<file path="config.mk">
export PLATFORM = sky130hd
export DESIGN_NAME = pmc_power_clock_mgr
export DESIGN_NICKNAME = d
export VERILOG_FILES = /design/src/include/pmc_pkg.sv /design/src/pmc_power_clock_mgr.sv
export SDC_FILE = /design/constraint.sdc
export NUM_CORES = 1
export LEC_CHECK = 0
export BUFFER_PORTS_ARGS = -buffer_cell sky130_fd_sc_hd__buf_2
export CORE_ASPECT_RATIO = 0.5
export CORE_MARGIN = 1
export CORE_UTILIZATION = 30
export DETAILED_ROUTE_END_ITERATION = 16
export PLACE_DENSITY = 0.58
export RECOVER_POWER = 100
export SYNTH_ARGS = -nofsm -noshare
export SYNTH_HDL_FRONTEND = slang
export SYNTH_SLANG_ARGS = --single-unit
export TNS_END_PERCENT = 50
</file>
<file path="constraint.sdc">
create_clock -name clk -period 4 [get_ports clk]
set_clock_uncertainty 0.2 [all_clocks]
set_input_delay 0.2 -clock clk [delete_from_list [all_inputs] [get_ports clk]]
set_output_delay 0.2 -clock clk [all_outputs]
set_load 0.01 [all_outputs]
</file>
<file path="src/include/pmc_pkg.sv">
/*
 * pmc_pkg: register offsets, field positions, reset values, divider codes
 * and timing counts shared by the power mode and clock manager.
 * Assumes a 32-bit Avalon-MM register bus with byte addresses.
 */
package pmc_pkg;
	// register byte offsets
	localparam logic [3:0] OFS_POWER_CONTROL = 4'h0;
	localparam logic [3:0] OFS_POWER_MANAGE = 4'h4;
	localparam logic [3:0] OFS_EXT_IRQ_FLAG = 4'h8;
	localparam logic [3:0] OFS_STATUS = 4'hc;
	// power_control_reg fields
	localparam int BIT_IDLE_REQ = 0;
	localparam int BIT_PDOWN_REQ = 1;
	// power_manage_reg fields
	localparam int BIT_CLK_DIV_SEL_HI = 7;
	localparam int BIT_CLK_DIV_SEL_LO = 6;
	localparam int BIT_SWITCHBACK_EN = 5;
	localparam int BIT_CRYSTAL_AMP_OFF = 3;
	// ext_irq_flag_reg fields
	localparam int BIT_OSC_SOURCE_SEL = 3;
	localparam int BIT_RC_ACTIVE_IND = 2;
	localparam int BIT_RC_WAKE_SEL = 1;
	// status fields
	localparam int BIT_CRYSTAL_READY = 4;
	localparam int BIT_WDT_TIMEOUT = 0;
	// reset values
	localparam logic [1:0] RST_CLK_DIV = 2'h1;
	localparam logic RST_SWITCHBACK_EN = 1'b0;
	localparam logic RST_CRYSTAL_AMP_OFF = 1'b0;
	localparam logic RST_OSC_SOURCE_SEL = 1'b0;
	localparam logic RST_RC_WAKE_SEL = 1'b0;
	// divider codes
	localparam logic [1:0] DIV_RESERVED = 2'h0;
	localparam logic [1:0] DIV_4 = 2'h1;
	localparam logic [1:0] DIV_64 = 2'h2;
	localparam logic [1:0] DIV_1024 = 2'h3;
	localparam int DIVW = 11;
	localparam logic [DIVW-1:0] DIV_4_LAST = 11'h003;
	localparam logic [DIVW-1:0] DIV_64_LAST = 11'h03f;
	localparam logic [DIVW-1:0] DIV_1024_LAST = 11'h3ff;
	// timing counts in clocks
	localparam logic [3:0] RST_MIN_CLKS = 4'h8;
	localparam logic [3:0] RST_HOLD_CLKS = 4'h8;
	localparam logic [9:0] WDT_RST_DELAY_LAST = 10'h1ff;
	localparam logic [1:0] IDLE_PERIPH_LAST = 2'h3;
	localparam logic [31:0] READ_ZERO = 32'h0000_0000;
endpackage

</file>
<file path="src/pmc_power_clock_mgr.sv">
/*
 * pmc_power_clock_mgr: idle, economy and power-down control, machine-cycle
 * clock enables, oscillator source selection, crystal warm-up tracking,
 * switchback, a small watchdog and reset recognition, behind Avalon-MM.
 * Assumes one free-running clk; the core and peripherals use the enables,
 * and interrupt, serial and strobe signals are synchronous to clk.
 */
// Register access over Avalon-MM and the register addresses are this design's own decisions.
// Functional notes
// - idle request write enters idle right after that write completes
// - idle halts cpu enable, peripherals keep running at clock over four
// - idle drives both strobes high and freezes port pins
// - enabled interrupt in idle clears idle bit and wakes cpu
// - reset pin held eight clocks resets device, leaving idle immediately
// - watchdog runs in idle, timeout wakes, resets 512 clocks later
// - divide code selects 4, 64 or 1024 clocks per machine cycle
// - economy mode runs peripherals at the same reduced machine-cycle rate
// - new divide selection takes effect one machine cycle later
// - source select picks crystal or rc, indicator follows one machine cycle later
// - crystal-off stops amplifier while rc runs; clear it before crystal
// - crystal ready flag after warm-up; crystal select refused until then
// - switchback returns divider to four on serial or external interrupt
// - switchback triggers are start-bit edge with receiver enabled, transmit buffer write or external interrupt acknowledge
// - divide writes ignored while switchback enabled and serial busy
// - every reset source forces divide-by-4
// - power-down request stops clocks, strobes low, ports show latches
// - reset pin ends power-down; watchdog cannot since it is stopped
// - enabled level-triggered external interrupt low wakes from power-down
// - rc wake select wakes on rc then moves to crystal when ready
module pmc_power_clock_mgr #(
	parameter int XTAL_WARM_CLKS = 16384,
	parameter int WDT_INTERVAL_MC = 131072
) (
	input wire logic clk,
	input wire logic reset_n,
	input wire logic [3:0] avs_address,
	input wire logic avs_read,
	input wire logic avs_write,
	input wire logic [31:0] avs_writedata,
	input wire logic [3:0] avs_byteenable,
	output logic [31:0] avs_readdata,
	output logic avs_waitrequest,
	input wire logic rst_pin,
	input wire logic por_event,
	input wire logic irq_wake,
	input wire logic [1:0] ext_int_n,
	input wire logic [1:0] ext_int_en,
	input wire logic [1:0] ext_int_level,
	input wire logic global_irq_en,
	input wire logic ext_irq_ack,
	input wire logic serial_rx_en,
	input wire logic serial_rx_fall,
	input wire logic serial_tx_load,
	input wire logic serial_busy,
	input wire logic wdt_enable,
	input wire logic wdt_reset_en,
	input wire logic wdt_restart,
	input wire logic ale_core,
	input wire logic prog_store_strobe_core,
	output logic cpu_clk_en,
	output logic periph_clk_en,
	output logic core_reset,
	output logic wake_pulse,
	output logic ale_out,
	output logic prog_store_strobe,
	output logic port_freeze,
	output logic port_drive_sfr,
	output logic wdt_irq,
	output logic crystal_amp_en,
	output logic rc_osc_en,
	output logic rc_active_ind
);
	localparam int WDTW = $clog2(WDT_INTERVAL_MC);
	localparam int XTW = $clog2(XTAL_WARM_CLKS);

	typedef enum logic [1:0] {PMC_RUN, PMC_IDLE, PMC_PDOWN} pmc_mode_t;

	function automatic logic [pmc_pkg::DIVW-1:0] pmc_div_last(input logic [1:0] code);
		unique case (code)
			pmc_pkg::DIV_64: pmc_div_last = pmc_pkg::DIV_64_LAST;
			pmc_pkg::DIV_1024: pmc_div_last = pmc_pkg::DIV_1024_LAST;
			default: pmc_div_last = pmc_pkg::DIV_4_LAST;
		endcase
	endfunction

	pmc_mode_t mode_ff;
	logic [31:0] rdata_ff;
	logic [3:0] rst_cnt_ff, hold_cnt_ff;
	logic [1:0] sel_cd_ff, act_cd_ff, q4_cnt_ff;
	logic [pmc_pkg::DIVW-1:0] div_cnt_ff;
	logic [WDTW-1:0] wdt_cnt_ff;
	logic [9:0] wdt_dly_ff;
	logic [XTW-1:0] warm_cnt_ff;
	logic ack_ff, core_reset_ff, pend_cd_ff, swb_ff, wdt_flag_ff;
	logic osc_sel_ff, rc_act_ff, rc_wake_ff, rc_boot_ff, crystal_amp_off_ff, xrdy_ff;
	logic wake_ff, ale_ff, prog_store_strobe_ff, freeze_ff, drive_sfr_ff;

	logic [7:0] wd;
	logic [1:0] wr_cd;
	logic req, wr_fire, rst_seen, wdt_fire, rst_src, dev_rst;
	logic mc_tick, q4_tick, periph_tick, wdt_timeout;
	logic pd_wake, idle_wake, switchback, amp_on;

	assign req = avs_read | avs_write;
	assign avs_waitrequest = req & ~ack_ff;
	assign avs_readdata = rdata_ff;
	assign wr_fire = avs_write & ack_ff & avs_byteenable[0];
	assign wd = avs_writedata[7:0];
	assign wr_cd = {wd[pmc_pkg::BIT_CLK_DIV_SEL_HI], wd[pmc_pkg::BIT_CLK_DIV_SEL_LO]};

	// reset recognition and hold-off
	assign rst_seen = (rst_cnt_ff == pmc_pkg::RST_MIN_CLKS);
	assign wdt_fire = wdt_flag_ff & wdt_reset_en & (wdt_dly_ff == pmc_pkg::WDT_RST_DELAY_LAST);
	assign rst_src = rst_seen | por_event | wdt_fire;
	assign dev_rst = ~reset_n | rst_src;

	always_ff @(posedge clk) begin
		if (!reset_n || !rst_pin)
			rst_cnt_ff <= '0;
		else if (!rst_seen)
			rst_cnt_ff <= rst_cnt_ff + 4'h1;
	end

	always_ff @(posedge clk) begin
		if (dev_rst) begin
			hold_cnt_ff <= pmc_pkg::RST_HOLD_CLKS;
			core_reset_ff <= 1'b1;
		end else begin
			if (hold_cnt_ff != '0)
				hold_cnt_ff <= hold_cnt_ff - 4'h1;
			core_reset_ff <= (hold_cnt_ff != '0);
		end
	end

	// power mode sequencing
	assign pd_wake = global_irq_en & (|(~ext_int_n & ext_int_en & ext_int_level));
	assign idle_wake = irq_wake | wdt_timeout;

	always_ff @(posedge clk) begin
		if (dev_rst) begin
			mode_ff <= PMC_RUN;
			wake_ff <= 1'b0;
		end else begin
			wake_ff <= 1'b0;
			unique case (mode_ff)
				PMC_RUN: begin
					if (wr_fire && avs_address == pmc_pkg::OFS_POWER_CONTROL) begin
						if (wd[pmc_pkg::BIT_PDOWN_REQ])
							mode_ff <= PMC_PDOWN;
						else if (wd[pmc_pkg::BIT_IDLE_REQ])
							mode_ff <= PMC_IDLE;
					end
				end
				PMC_IDLE: begin
					if (idle_wake) begin
						mode_ff <= PMC_RUN;
						wake_ff <= 1'b1;
					end
				end
				PMC_PDOWN: begin
					if (pd_wake) begin
						mode_ff <= PMC_RUN;
						wake_ff <= 1'b1;
					end
				end
			endcase
		end
	end

	// machine-cycle divider
	assign mc_tick = (div_cnt_ff == pmc_div_last(act_cd_ff));
	assign q4_tick = (q4_cnt_ff == pmc_pkg::IDLE_PERIPH_LAST);
	assign periph_tick = (mode_ff == PMC_IDLE) ? q4_tick : (mc_tick & (mode_ff == PMC_RUN));
	assign switchback = swb_ff & ((serial_rx_en & serial_rx_fall) | serial_tx_load
		| ext_irq_ack);

	always_ff @(posedge clk) begin
		if (dev_rst || mc_tick)
			div_cnt_ff <= '0;
		else
			div_cnt_ff <= div_cnt_ff + 11'h001;
	end

	always_ff @(posedge clk) begin
		if (dev_rst)
			q4_cnt_ff <= '0;
		else
			q4_cnt_ff <= q4_cnt_ff + 2'h1;
	end

	always_ff @(posedge clk) begin
		if (dev_rst) begin
			sel_cd_ff <= pmc_pkg::RST_CLK_DIV;
			act_cd_ff <= pmc_pkg::RST_CLK_DIV;
			pend_cd_ff <= 1'b0;
			swb_ff <= pmc_pkg::RST_SWITCHBACK_EN;
			crystal_amp_off_ff <= pmc_pkg::RST_CRYSTAL_AMP_OFF;
		end else begin
			if (wr_fire && avs_address == pmc_pkg::OFS_POWER_MANAGE) begin
				swb_ff <= wd[pmc_pkg::BIT_SWITCHBACK_EN];
				crystal_amp_off_ff <= wd[pmc_pkg::BIT_CRYSTAL_AMP_OFF];
				if (!(swb_ff && serial_busy) && wr_cd != pmc_pkg::DIV_RESERVED
					&& wr_cd != sel_cd_ff) begin
					sel_cd_ff <= wr_cd;
					pend_cd_ff <= 1'b1;
				end
			end else if (pend_cd_ff && mc_tick) begin
				act_cd_ff <= sel_cd_ff;
				pend_cd_ff <= 1'b0;
			end
			if (switchback) begin
				sel_cd_ff <= pmc_pkg::DIV_4;
				act_cd_ff <= pmc_pkg::DIV_4;
				pend_cd_ff <= 1'b0;
			end
		end
	end

	// watchdog
	assign wdt_timeout = wdt_enable & periph_tick & (wdt_cnt_ff == WDTW'(WDT_INTERVAL_MC - 1));

	always_ff @(posedge clk) begin
		if (dev_rst || wdt_restart || wdt_timeout)
			wdt_cnt_ff <= '0;
		else if (wdt_enable && periph_tick)
			wdt_cnt_ff <= wdt_cnt_ff + 1'b1;
	end

	always_ff @(posedge clk) begin
		if (dev_rst) begin
			wdt_flag_ff <= 1'b0;
			wdt_dly_ff <= '0;
		end else if (wdt_timeout) begin
			wdt_flag_ff <= 1'b1;
			// a repeat timeout must not re-arm a reset delay already running
			wdt_dly_ff <= (wdt_flag_ff && !wdt_restart) ? wdt_dly_ff + 10'h001 : '0;
		end else if (wdt_restart) begin
			wdt_flag_ff <= 1'b0;
			wdt_dly_ff <= '0;
		end else if (wdt_flag_ff && mode_ff != PMC_PDOWN) begin
			wdt_dly_ff <= wdt_dly_ff + 10'h001;
		end
	end

	// oscillator source and crystal warm-up
	assign amp_on = ~(crystal_amp_off_ff & rc_act_ff) & (mode_ff != PMC_PDOWN);

	always_ff @(posedge clk) begin
		if (dev_rst || !amp_on) begin
			warm_cnt_ff <= '0;
			xrdy_ff <= 1'b0;
		end else if (warm_cnt_ff == XTW'(XTAL_WARM_CLKS - 1)) begin
			xrdy_ff <= 1'b1;
		end else begin
			warm_cnt_ff <= warm_cnt_ff + 1'b1;
		end
	end

	always_ff @(posedge clk) begin
		if (dev_rst) begin
			osc_sel_ff <= pmc_pkg::RST_OSC_SOURCE_SEL;
			rc_act_ff <= ~pmc_pkg::RST_OSC_SOURCE_SEL;
			rc_wake_ff <= pmc_pkg::RST_RC_WAKE_SEL;
			rc_boot_ff <= 1'b0;
		end else begin
			if (mode_ff == PMC_PDOWN && pd_wake && rc_wake_ff) begin
				osc_sel_ff <= 1'b0;
				rc_act_ff <= 1'b1;
				rc_boot_ff <= 1'b1;
			end else if (rc_boot_ff && xrdy_ff) begin
				osc_sel_ff <= 1'b1;
				rc_boot_ff <= 1'b0;
			end else if (wr_fire && avs_address == pmc_pkg::OFS_EXT_IRQ_FLAG) begin
				rc_wake_ff <= wd[pmc_pkg::BIT_RC_WAKE_SEL];
				if (!wd[pmc_pkg::BIT_OSC_SOURCE_SEL] || xrdy_ff)
					osc_sel_ff <= wd[pmc_pkg::BIT_OSC_SOURCE_SEL];
			end else if (mc_tick) begin
				rc_act_ff <= ~osc_sel_ff;
			end
		end
	end

	// pin control
	always_ff @(posedge clk) begin
		if (dev_rst) begin
			ale_ff <= 1'b1;
			prog_store_strobe_ff <= 1'b1;
			freeze_ff <= 1'b0;
			drive_sfr_ff <= 1'b0;
		end else begin
			unique case (mode_ff)
				PMC_IDLE: begin
					ale_ff <= 1'b1;
					prog_store_strobe_ff <= 1'b1;
				end
				PMC_PDOWN: begin
					ale_ff <= 1'b0;
					prog_store_strobe_ff <= 1'b0;
				end
				default: begin
					ale_ff <= ale_core;
					prog_store_strobe_ff <= prog_store_strobe_core;
				end
			endcase
			freeze_ff <= (mode_ff == PMC_IDLE);
			drive_sfr_ff <= (mode_ff == PMC_PDOWN);
		end
	end

	// register bus
	always_ff @(posedge clk) begin
		if (!reset_n)
			ack_ff <= 1'b0;
		else
			ack_ff <= req & ~ack_ff;
	end

	always_ff @(posedge clk) begin
		if (!reset_n) begin
			rdata_ff <= pmc_pkg::READ_ZERO;
		end else if (avs_read && !ack_ff) begin
			rdata_ff <= pmc_pkg::READ_ZERO;
			unique case (avs_address)
				pmc_pkg::OFS_POWER_CONTROL: begin
					rdata_ff[pmc_pkg::BIT_IDLE_REQ] <= (mode_ff == PMC_IDLE);
					rdata_ff[pmc_pkg::BIT_PDOWN_REQ] <= (mode_ff == PMC_PDOWN);
				end
				pmc_pkg::OFS_POWER_MANAGE: begin
					rdata_ff[pmc_pkg::BIT_CLK_DIV_SEL_HI] <= sel_cd_ff[1];
					rdata_ff[pmc_pkg::BIT_CLK_DIV_SEL_LO] <= sel_cd_ff[0];
					rdata_ff[pmc_pkg::BIT_SWITCHBACK_EN] <= swb_ff;
					rdata_ff[pmc_pkg::BIT_CRYSTAL_AMP_OFF] <= crystal_amp_off_ff;
				end
				pmc_pkg::OFS_EXT_IRQ_FLAG: begin
					rdata_ff[pmc_pkg::BIT_OSC_SOURCE_SEL] <= osc_sel_ff;
					rdata_ff[pmc_pkg::BIT_RC_ACTIVE_IND] <= rc_act_ff;
					rdata_ff[pmc_pkg::BIT_RC_WAKE_SEL] <= rc_wake_ff;
				end
				pmc_pkg::OFS_STATUS: begin
					rdata_ff[pmc_pkg::BIT_CRYSTAL_READY] <= xrdy_ff;
					rdata_ff[pmc_pkg::BIT_WDT_TIMEOUT] <= wdt_flag_ff;
				end
				default: rdata_ff <= pmc_pkg::READ_ZERO;
			endcase
		end
	end

	// outputs
	assign cpu_clk_en = mc_tick & (mode_ff == PMC_RUN) & ~core_reset_ff;
	assign periph_clk_en = periph_tick;
	assign core_reset = core_reset_ff;
	assign wake_pulse = wake_ff;
	assign ale_out = ale_ff;
	assign prog_store_strobe = prog_store_strobe_ff;
	assign port_freeze = freeze_ff;
	assign port_drive_sfr = drive_sfr_ff;
	assign wdt_irq = wdt_flag_ff;
	assign crystal_amp_en = amp_on;
	assign rc_osc_en = (rc_act_ff | ~osc_sel_ff) & (mode_ff != PMC_PDOWN);
	assign rc_active_ind = rc_act_ff;
endmodule

</file>
== Yosys cells after proc, flatten, opt, wreduce, memory -nomap -nowiden ==
Index checks and enable logic that the tools add are counted.
Operators by class
  add/subtract/negate cells: 7
  equal/unequal tests: 20
  mux-type cells: 33
  bitwise operators: 35
  reduce and logical (&&, ||, !) cells: 47
Operators with widths (number)
  10-bit two-way mux: 4
  10-bit one-hot mux with 2 select lines: 1
  17-bit by 1-bit adder with 17-bit output, second input constant: 1
  17-bit == test, second input constant: 1
  1-bit AND: 15
  1-bit two-way mux: 15
  14-bit by 1-bit adder with 14-bit output, second input constant: 1
  14-bit == test, second input constant: 1
  1-bit logical AND: 14
  4-bit == test, second input constant: 3
  1-bit one-hot mux with 2 select lines: 6
  2-bit nonzero test: 6
  11-bit by 1-bit adder with 11-bit output, second input constant: 1
  11-bit == test: 1
  10-bit by 1-bit adder with 10-bit output, second input constant: 1
  10-bit by 9-bit == test with 1-bit output, second input constant: 1
  2-bit two-way mux: 5
  1-bit inverter: 9
  2-bit == test, second input constant: 4
  2-bit inequality test, second input constant: 4
  1-bit bitwise OR: 8
  2-bit AND reduction: 4
  1-bit zero test: 7
  1-bit logical OR: 6
  other kinds (19): 23
Word-level totals
  bits in registers: 92
  input bits: 64
  output and inout port bits: 45

== Depth between registers and ports, before layout ==
  word-level depth: 10
  mapped depth: 12
  gate-level depth less buffers: 10

== Least setup slack after synthesis ==
No wires, ideal clock.
  path kind: flip-flop to flip-flop
  start: reg wdt_cnt_ff[3]
  end: reg wdt_dly_ff[5]
  library setup time: 0.122 ns
  arrival time: 2.367 ns
  required time: 3.678 ns
  path slack: 1.311 ns
  stages on the path, launching flop included: 11
  path buffers: 1
  clock period less this slack: 2.689 ns
  cells stage by stage: dfxtp_1 > and4_1 > and3_1 > clkbuf_1 > nand3_1 > nor3_1 > ha_1 > nand3_1 > a221o_1 > nor3b_4 > a221o_1
Between the ends
  cells in the longest elaborated chain, start to end: 3
Ends and longest elaborated chain
  start: declaration: RTL line pmc_power_clock_mgr.sv:91  | logic [WDTW-1:0] wdt_cnt_ff;
  start signal: assignment: RTL line pmc_power_clock_mgr.sv:226  | wdt_cnt_ff <= wdt_cnt_ff + 1'b1;
  17-bit == test (*): RTL line pmc_power_clock_mgr.sv:220  | assign wdt_timeout = wdt_enable & periph_tick & (wdt_cnt_ff == WDTW'(WDT_INTERVAL_MC - 1));
  1-bit AND (*): RTL line pmc_power_clock_mgr.sv:220
  3-bit nonzero test (no source line) / 10-bit two-way mux (equally long branches)
  end signal: assignment: RTL line pmc_power_clock_mgr.sv:236  | wdt_dly_ff <= (wdt_flag_ff && !wdt_restart) ? wdt_dly_ff + 10'h001 : '0;
  end signal: assignment: RTL line pmc_power_clock_mgr.sv:241  | wdt_dly_ff <= wdt_dly_ff + 10'h001;
  end: declaration: RTL line pmc_power_clock_mgr.sv:92  | logic [9:0] wdt_dly_ff;
Mark *: on every way between the ends. The rest lies on a longest branch, timed or not.
A chain may end at the register's enable or synchronous reset.

== Worst setup path after layout ==
  start: reg wdt_cnt_ff[3]
  end: reg wdt_dly_ff[9]
Same word-level chain as after synthesis.

==> impl_metrics.csv <==
group,metric,value,unit
outcome,run_status,"completed",
timing,maxClockFrequency,292,MHz
setup_path,crit_path_start_kind,"flip-flop",
global_route,grtUsageTotal,0.134,
clocking,cts_buffer_depth,2,
global_route,grt-ovfl-total,0,
floorplanning,coreArea,15700,um^2
synthesis,synthCells,595,
synthesis,synth_cell_type_count,61,
setup_path,required,4.07,ns
global_route,grt_pass1_vias,3891,
synthesis,synth_top_cell_area_share,0.373,
setup_path,timing.rr.end,"wdt_dly_ff[9]",
setup_path,critPathArrivalTime,3.49,ns
timing,holdWs,0.0123,ns
timing,setup-tns-final,0,ns
drt,wirelength,11.0,mm
synthesis,ys.flop_type,"dfxtp_1",
setup_path,r2r_cells,10,
clocking,post_cts_buffers,0,
clocking,numCtsBuffers,9,
setup_path,r2r_slack,0.58,ns
timing,period_needed,3.42,ns
final_layout,layout_common_cells,"92 x dfxtp_1, 55 x nor2_1, 49 x nand3_1",
setup_path,crit_type,"reg2reg",
setup_path,slowest_stage,"a221o_1",
floorplanning,fp.dieArea,17000,um^2
global_route,met3_usage,0.0299,
clocking,clk_latency,0.34,ns
final_layout,nNetsFinal,726,
placement,io_buffers,55,
setup_path,r2r-start,"wdt_cnt_ff[3]",
min_path,min-delay-start,"reset_n",
final_layout,area_growth,15.2,%
timing,period_share,0.855,
global_route,busiest_layer,"met2",
synthesis,synth-seq-cells,92,
min_path,whs_path_depth,2,
floorplanning,die_h,92.7,um
synthesis,ys_top_cells_by_area,"dfxtp_1 37%, nand3_1 5.0%, nor2_1 4.2%",
setup_path,crit_chain,"and4_1 > and3_1 > nand3_1 > nor3_1 > ha_1 > nand3_1 > a221o_1 > clkbuf_2 > nand3b_1 > a31oi_1",
drt,drt-wirelength-per-cell,12.6,um
drt,ant_nets,0,
global_route,grt_max_degree,31,
floorplanning,row_count,32,
placement,place.gp.congestion,0.796,
global_route,grt_pass1_wl,18.6,mm
drt,drtPass1Iterations,5,
setup_path,cpPeakStageDelay,0.48,ns
power,power-per-cell-area,341,nW/um^2
global_route,antenna_found_initial,0,
power,ir_drop,0.204,mV
global_route,gr-usage-met1,0.175,
setup_path,cpMostUsedCell,"nand3_1",
timing,final-setup-viol-count,0,
global_route,met2_usage,0.219,
setup_path,worstPathMaxFanout,30,
clocking,clk_pin_slew,0.07,ns
synthesis,syn_avg_cell_area,8.29,um^2
min_path,hold_path_class,"in2reg",
timing,slew_headroom,0.353,
min_path,min_to,"avs_readdata[6]",
clocking,clock_sinks,92,
drt,initialDrtViolationCount,171,
clocking,cts_hold_buffers,10,
synthesis,synth_top_cell_by_area,"dfxtp_1",
clocking,cts-root-buf,"clkbuf_16",
final_layout,antennaDiodeCount,0,
synthesis,yosys_warnings,0,
job,cap_violations,0,
floorplanning,die-width,183,um
synthesis,ys_seq_area_frac,0.373,
drt,drc,0,
clocking,htree_levels,3,
clocking,cts_tree,"built",
timing,worst_slew_pin_slew,0.958,ns
floorplanning,initial_core_util,0.314,
final_layout,drive_gt1_frac,0.0887,
final_layout,final_common_cell,"dfxtp_1",
setup_path,endpoint_kind,"flip-flop",
power,leakagePower,0.00205,uW
power,report.power.total,1940,uW
timing,slew_viol_final,0,
drt,vias,4339,
final_layout,fill_cells,1616,
synthesis,syn_area,4930,um^2
clocking,cts_resized,0,
floorplanning,pin_count,109,
placement,hpwlAfterDp,7.84,mm
final_layout,fin_area,5690,um^2
synthesis,synthArstFlopShare,0,
timing,rsz0062_at_grt,"false",
placement,placed_area,5320,um^2
synthesis,synth_edf_count,0,
timing,hold_viol_final,0,
drt,vias_per_cell,4.96,
## through the flow
stage / utilization / cells / setup slack, ns
floorplan: - / 618 / 1.31
global placement: 0.338 / 849 / 0.885
detailed placement: 0.338 / 849 / 0.786
CTS: 0.364 / 875 / 0.771
global route: 0.361 / 875 / 0.345
finish: 0.361 / 875 / 0.580
## synth_stat cells, types with 6 or more instances
cell	number
and4_1	6
nand4_1	15
o21ai_0	12
o211ai_1	6
xor2_1	13
a221o_1	7
and2_1	7
nor2_1	55
inv_1	21
dfxtp_1	92
buf_4	24
nand2b_1	6
nor2b_1	13
buf_2	7
ha_1	13
o21ai_1	10
xnor2_1	11
nand3b_1	23
a21oi_1	34
and3_1	17
nor3_1	12
clkbuf_1	15
nand3_1	49
nand2_1	44
mux2i_1	17
a21boi_0	6
## how the worst max path moves through the flow
| stage | startpoint | slack [ns] | to | cells past startpoint |
|---|---|---|---|---|
| global route | wdt_cnt_ff[3] | 0.34 | wdt_dly_ff[9] | 10 |
| finish | wdt_cnt_ff[3] | 0.58 | wdt_dly_ff[9] | 10 |
| global placement | wdt_cnt_ff[3] | 0.89 | wdt_dly_ff[5] | 9 |
| detailed placement | wdt_cnt_ff[3] | 0.79 | wdt_dly_ff[3] | 9 |
| CTS | wdt_cnt_ff[3] | 0.77 | wdt_dly_ff[9] | 10 |
| floorplan | wdt_cnt_ff[3] | 1.31 | wdt_dly_ff[5] | 10 |
## cells by family (layout without fill, tap and decap cells)
| kind of cell | count (synthesis) | count (layout) | share of synthesized area |
|---|---|---|---|
| simple gates | 273 | 273 | 0.300 |
| compound gates | 105 | 105 | 0.140 |
| flops | 92 | 92 | 0.373 |
| buf+inv | 68 | 104 | 0.0718 |
| xor+xnor | 24 | 24 | 0.0426 |
| mux | 19 | 19 | 0.0390 |
| fa+ha+maj | 13 | 13 | 0.0330 |
| other cells | 1 | 24 | 0.000760 |
## worst max-delay path: cells and delay by family, from the launching register on
kind | cells | cell delay [ns]
AND/OR/NAND/NOR | 6 | 1.34
buffers and inverters | 1 | 0.46
AO/OA/AOI/OAI | 2 | 0.64
adder cells (fa/ha/maj) | 1 | 0.30
flip-flops | 1 | 0.40
## state kept, by name, indices dropped and copies added, names as in the netlist, 2 cells and up
name	flops
wdt_cnt_ff	17
warm_cnt_ff	14
div_cnt_ff	11
wdt_dly_ff	10
avs_readdata	8
hold_cnt_ff	4
rst_cnt_ff	4
act_cd_ff	2
mode_ff	2
q4_cnt_ff	2
sel_cd_ff	2
## where the power goes
group / total [uW] / internal [uW] / leakage, uW / switching, uW
clock: 889 / 536 / 0.000156 / 353
sequential: 934 / 927 / 0.000744 / 7.47
combinational: 114 / 46.1 / 0.00115 / 67.6
## layout make-up
class                   instances  area [um^2]  area share
clock buffers                  13          270      0.0475
repair buffers                 67          360      0.0634
flip-flops and latches         92         1840       0.324
well taps                     221          277      0.0486
inverters                      21         78.8      0.0139
multi-input cells             458         2820       0.495
clock inverters                 3         43.8     0.00770
## routing by layer
layer  wire (um)  up-vias
met5           0        -
met4         133        0
met3         458       12
met2        5160       73
met1        5290     2055
li1            -     2199
No activity file was read; power rests on OpenSTA's default activity.
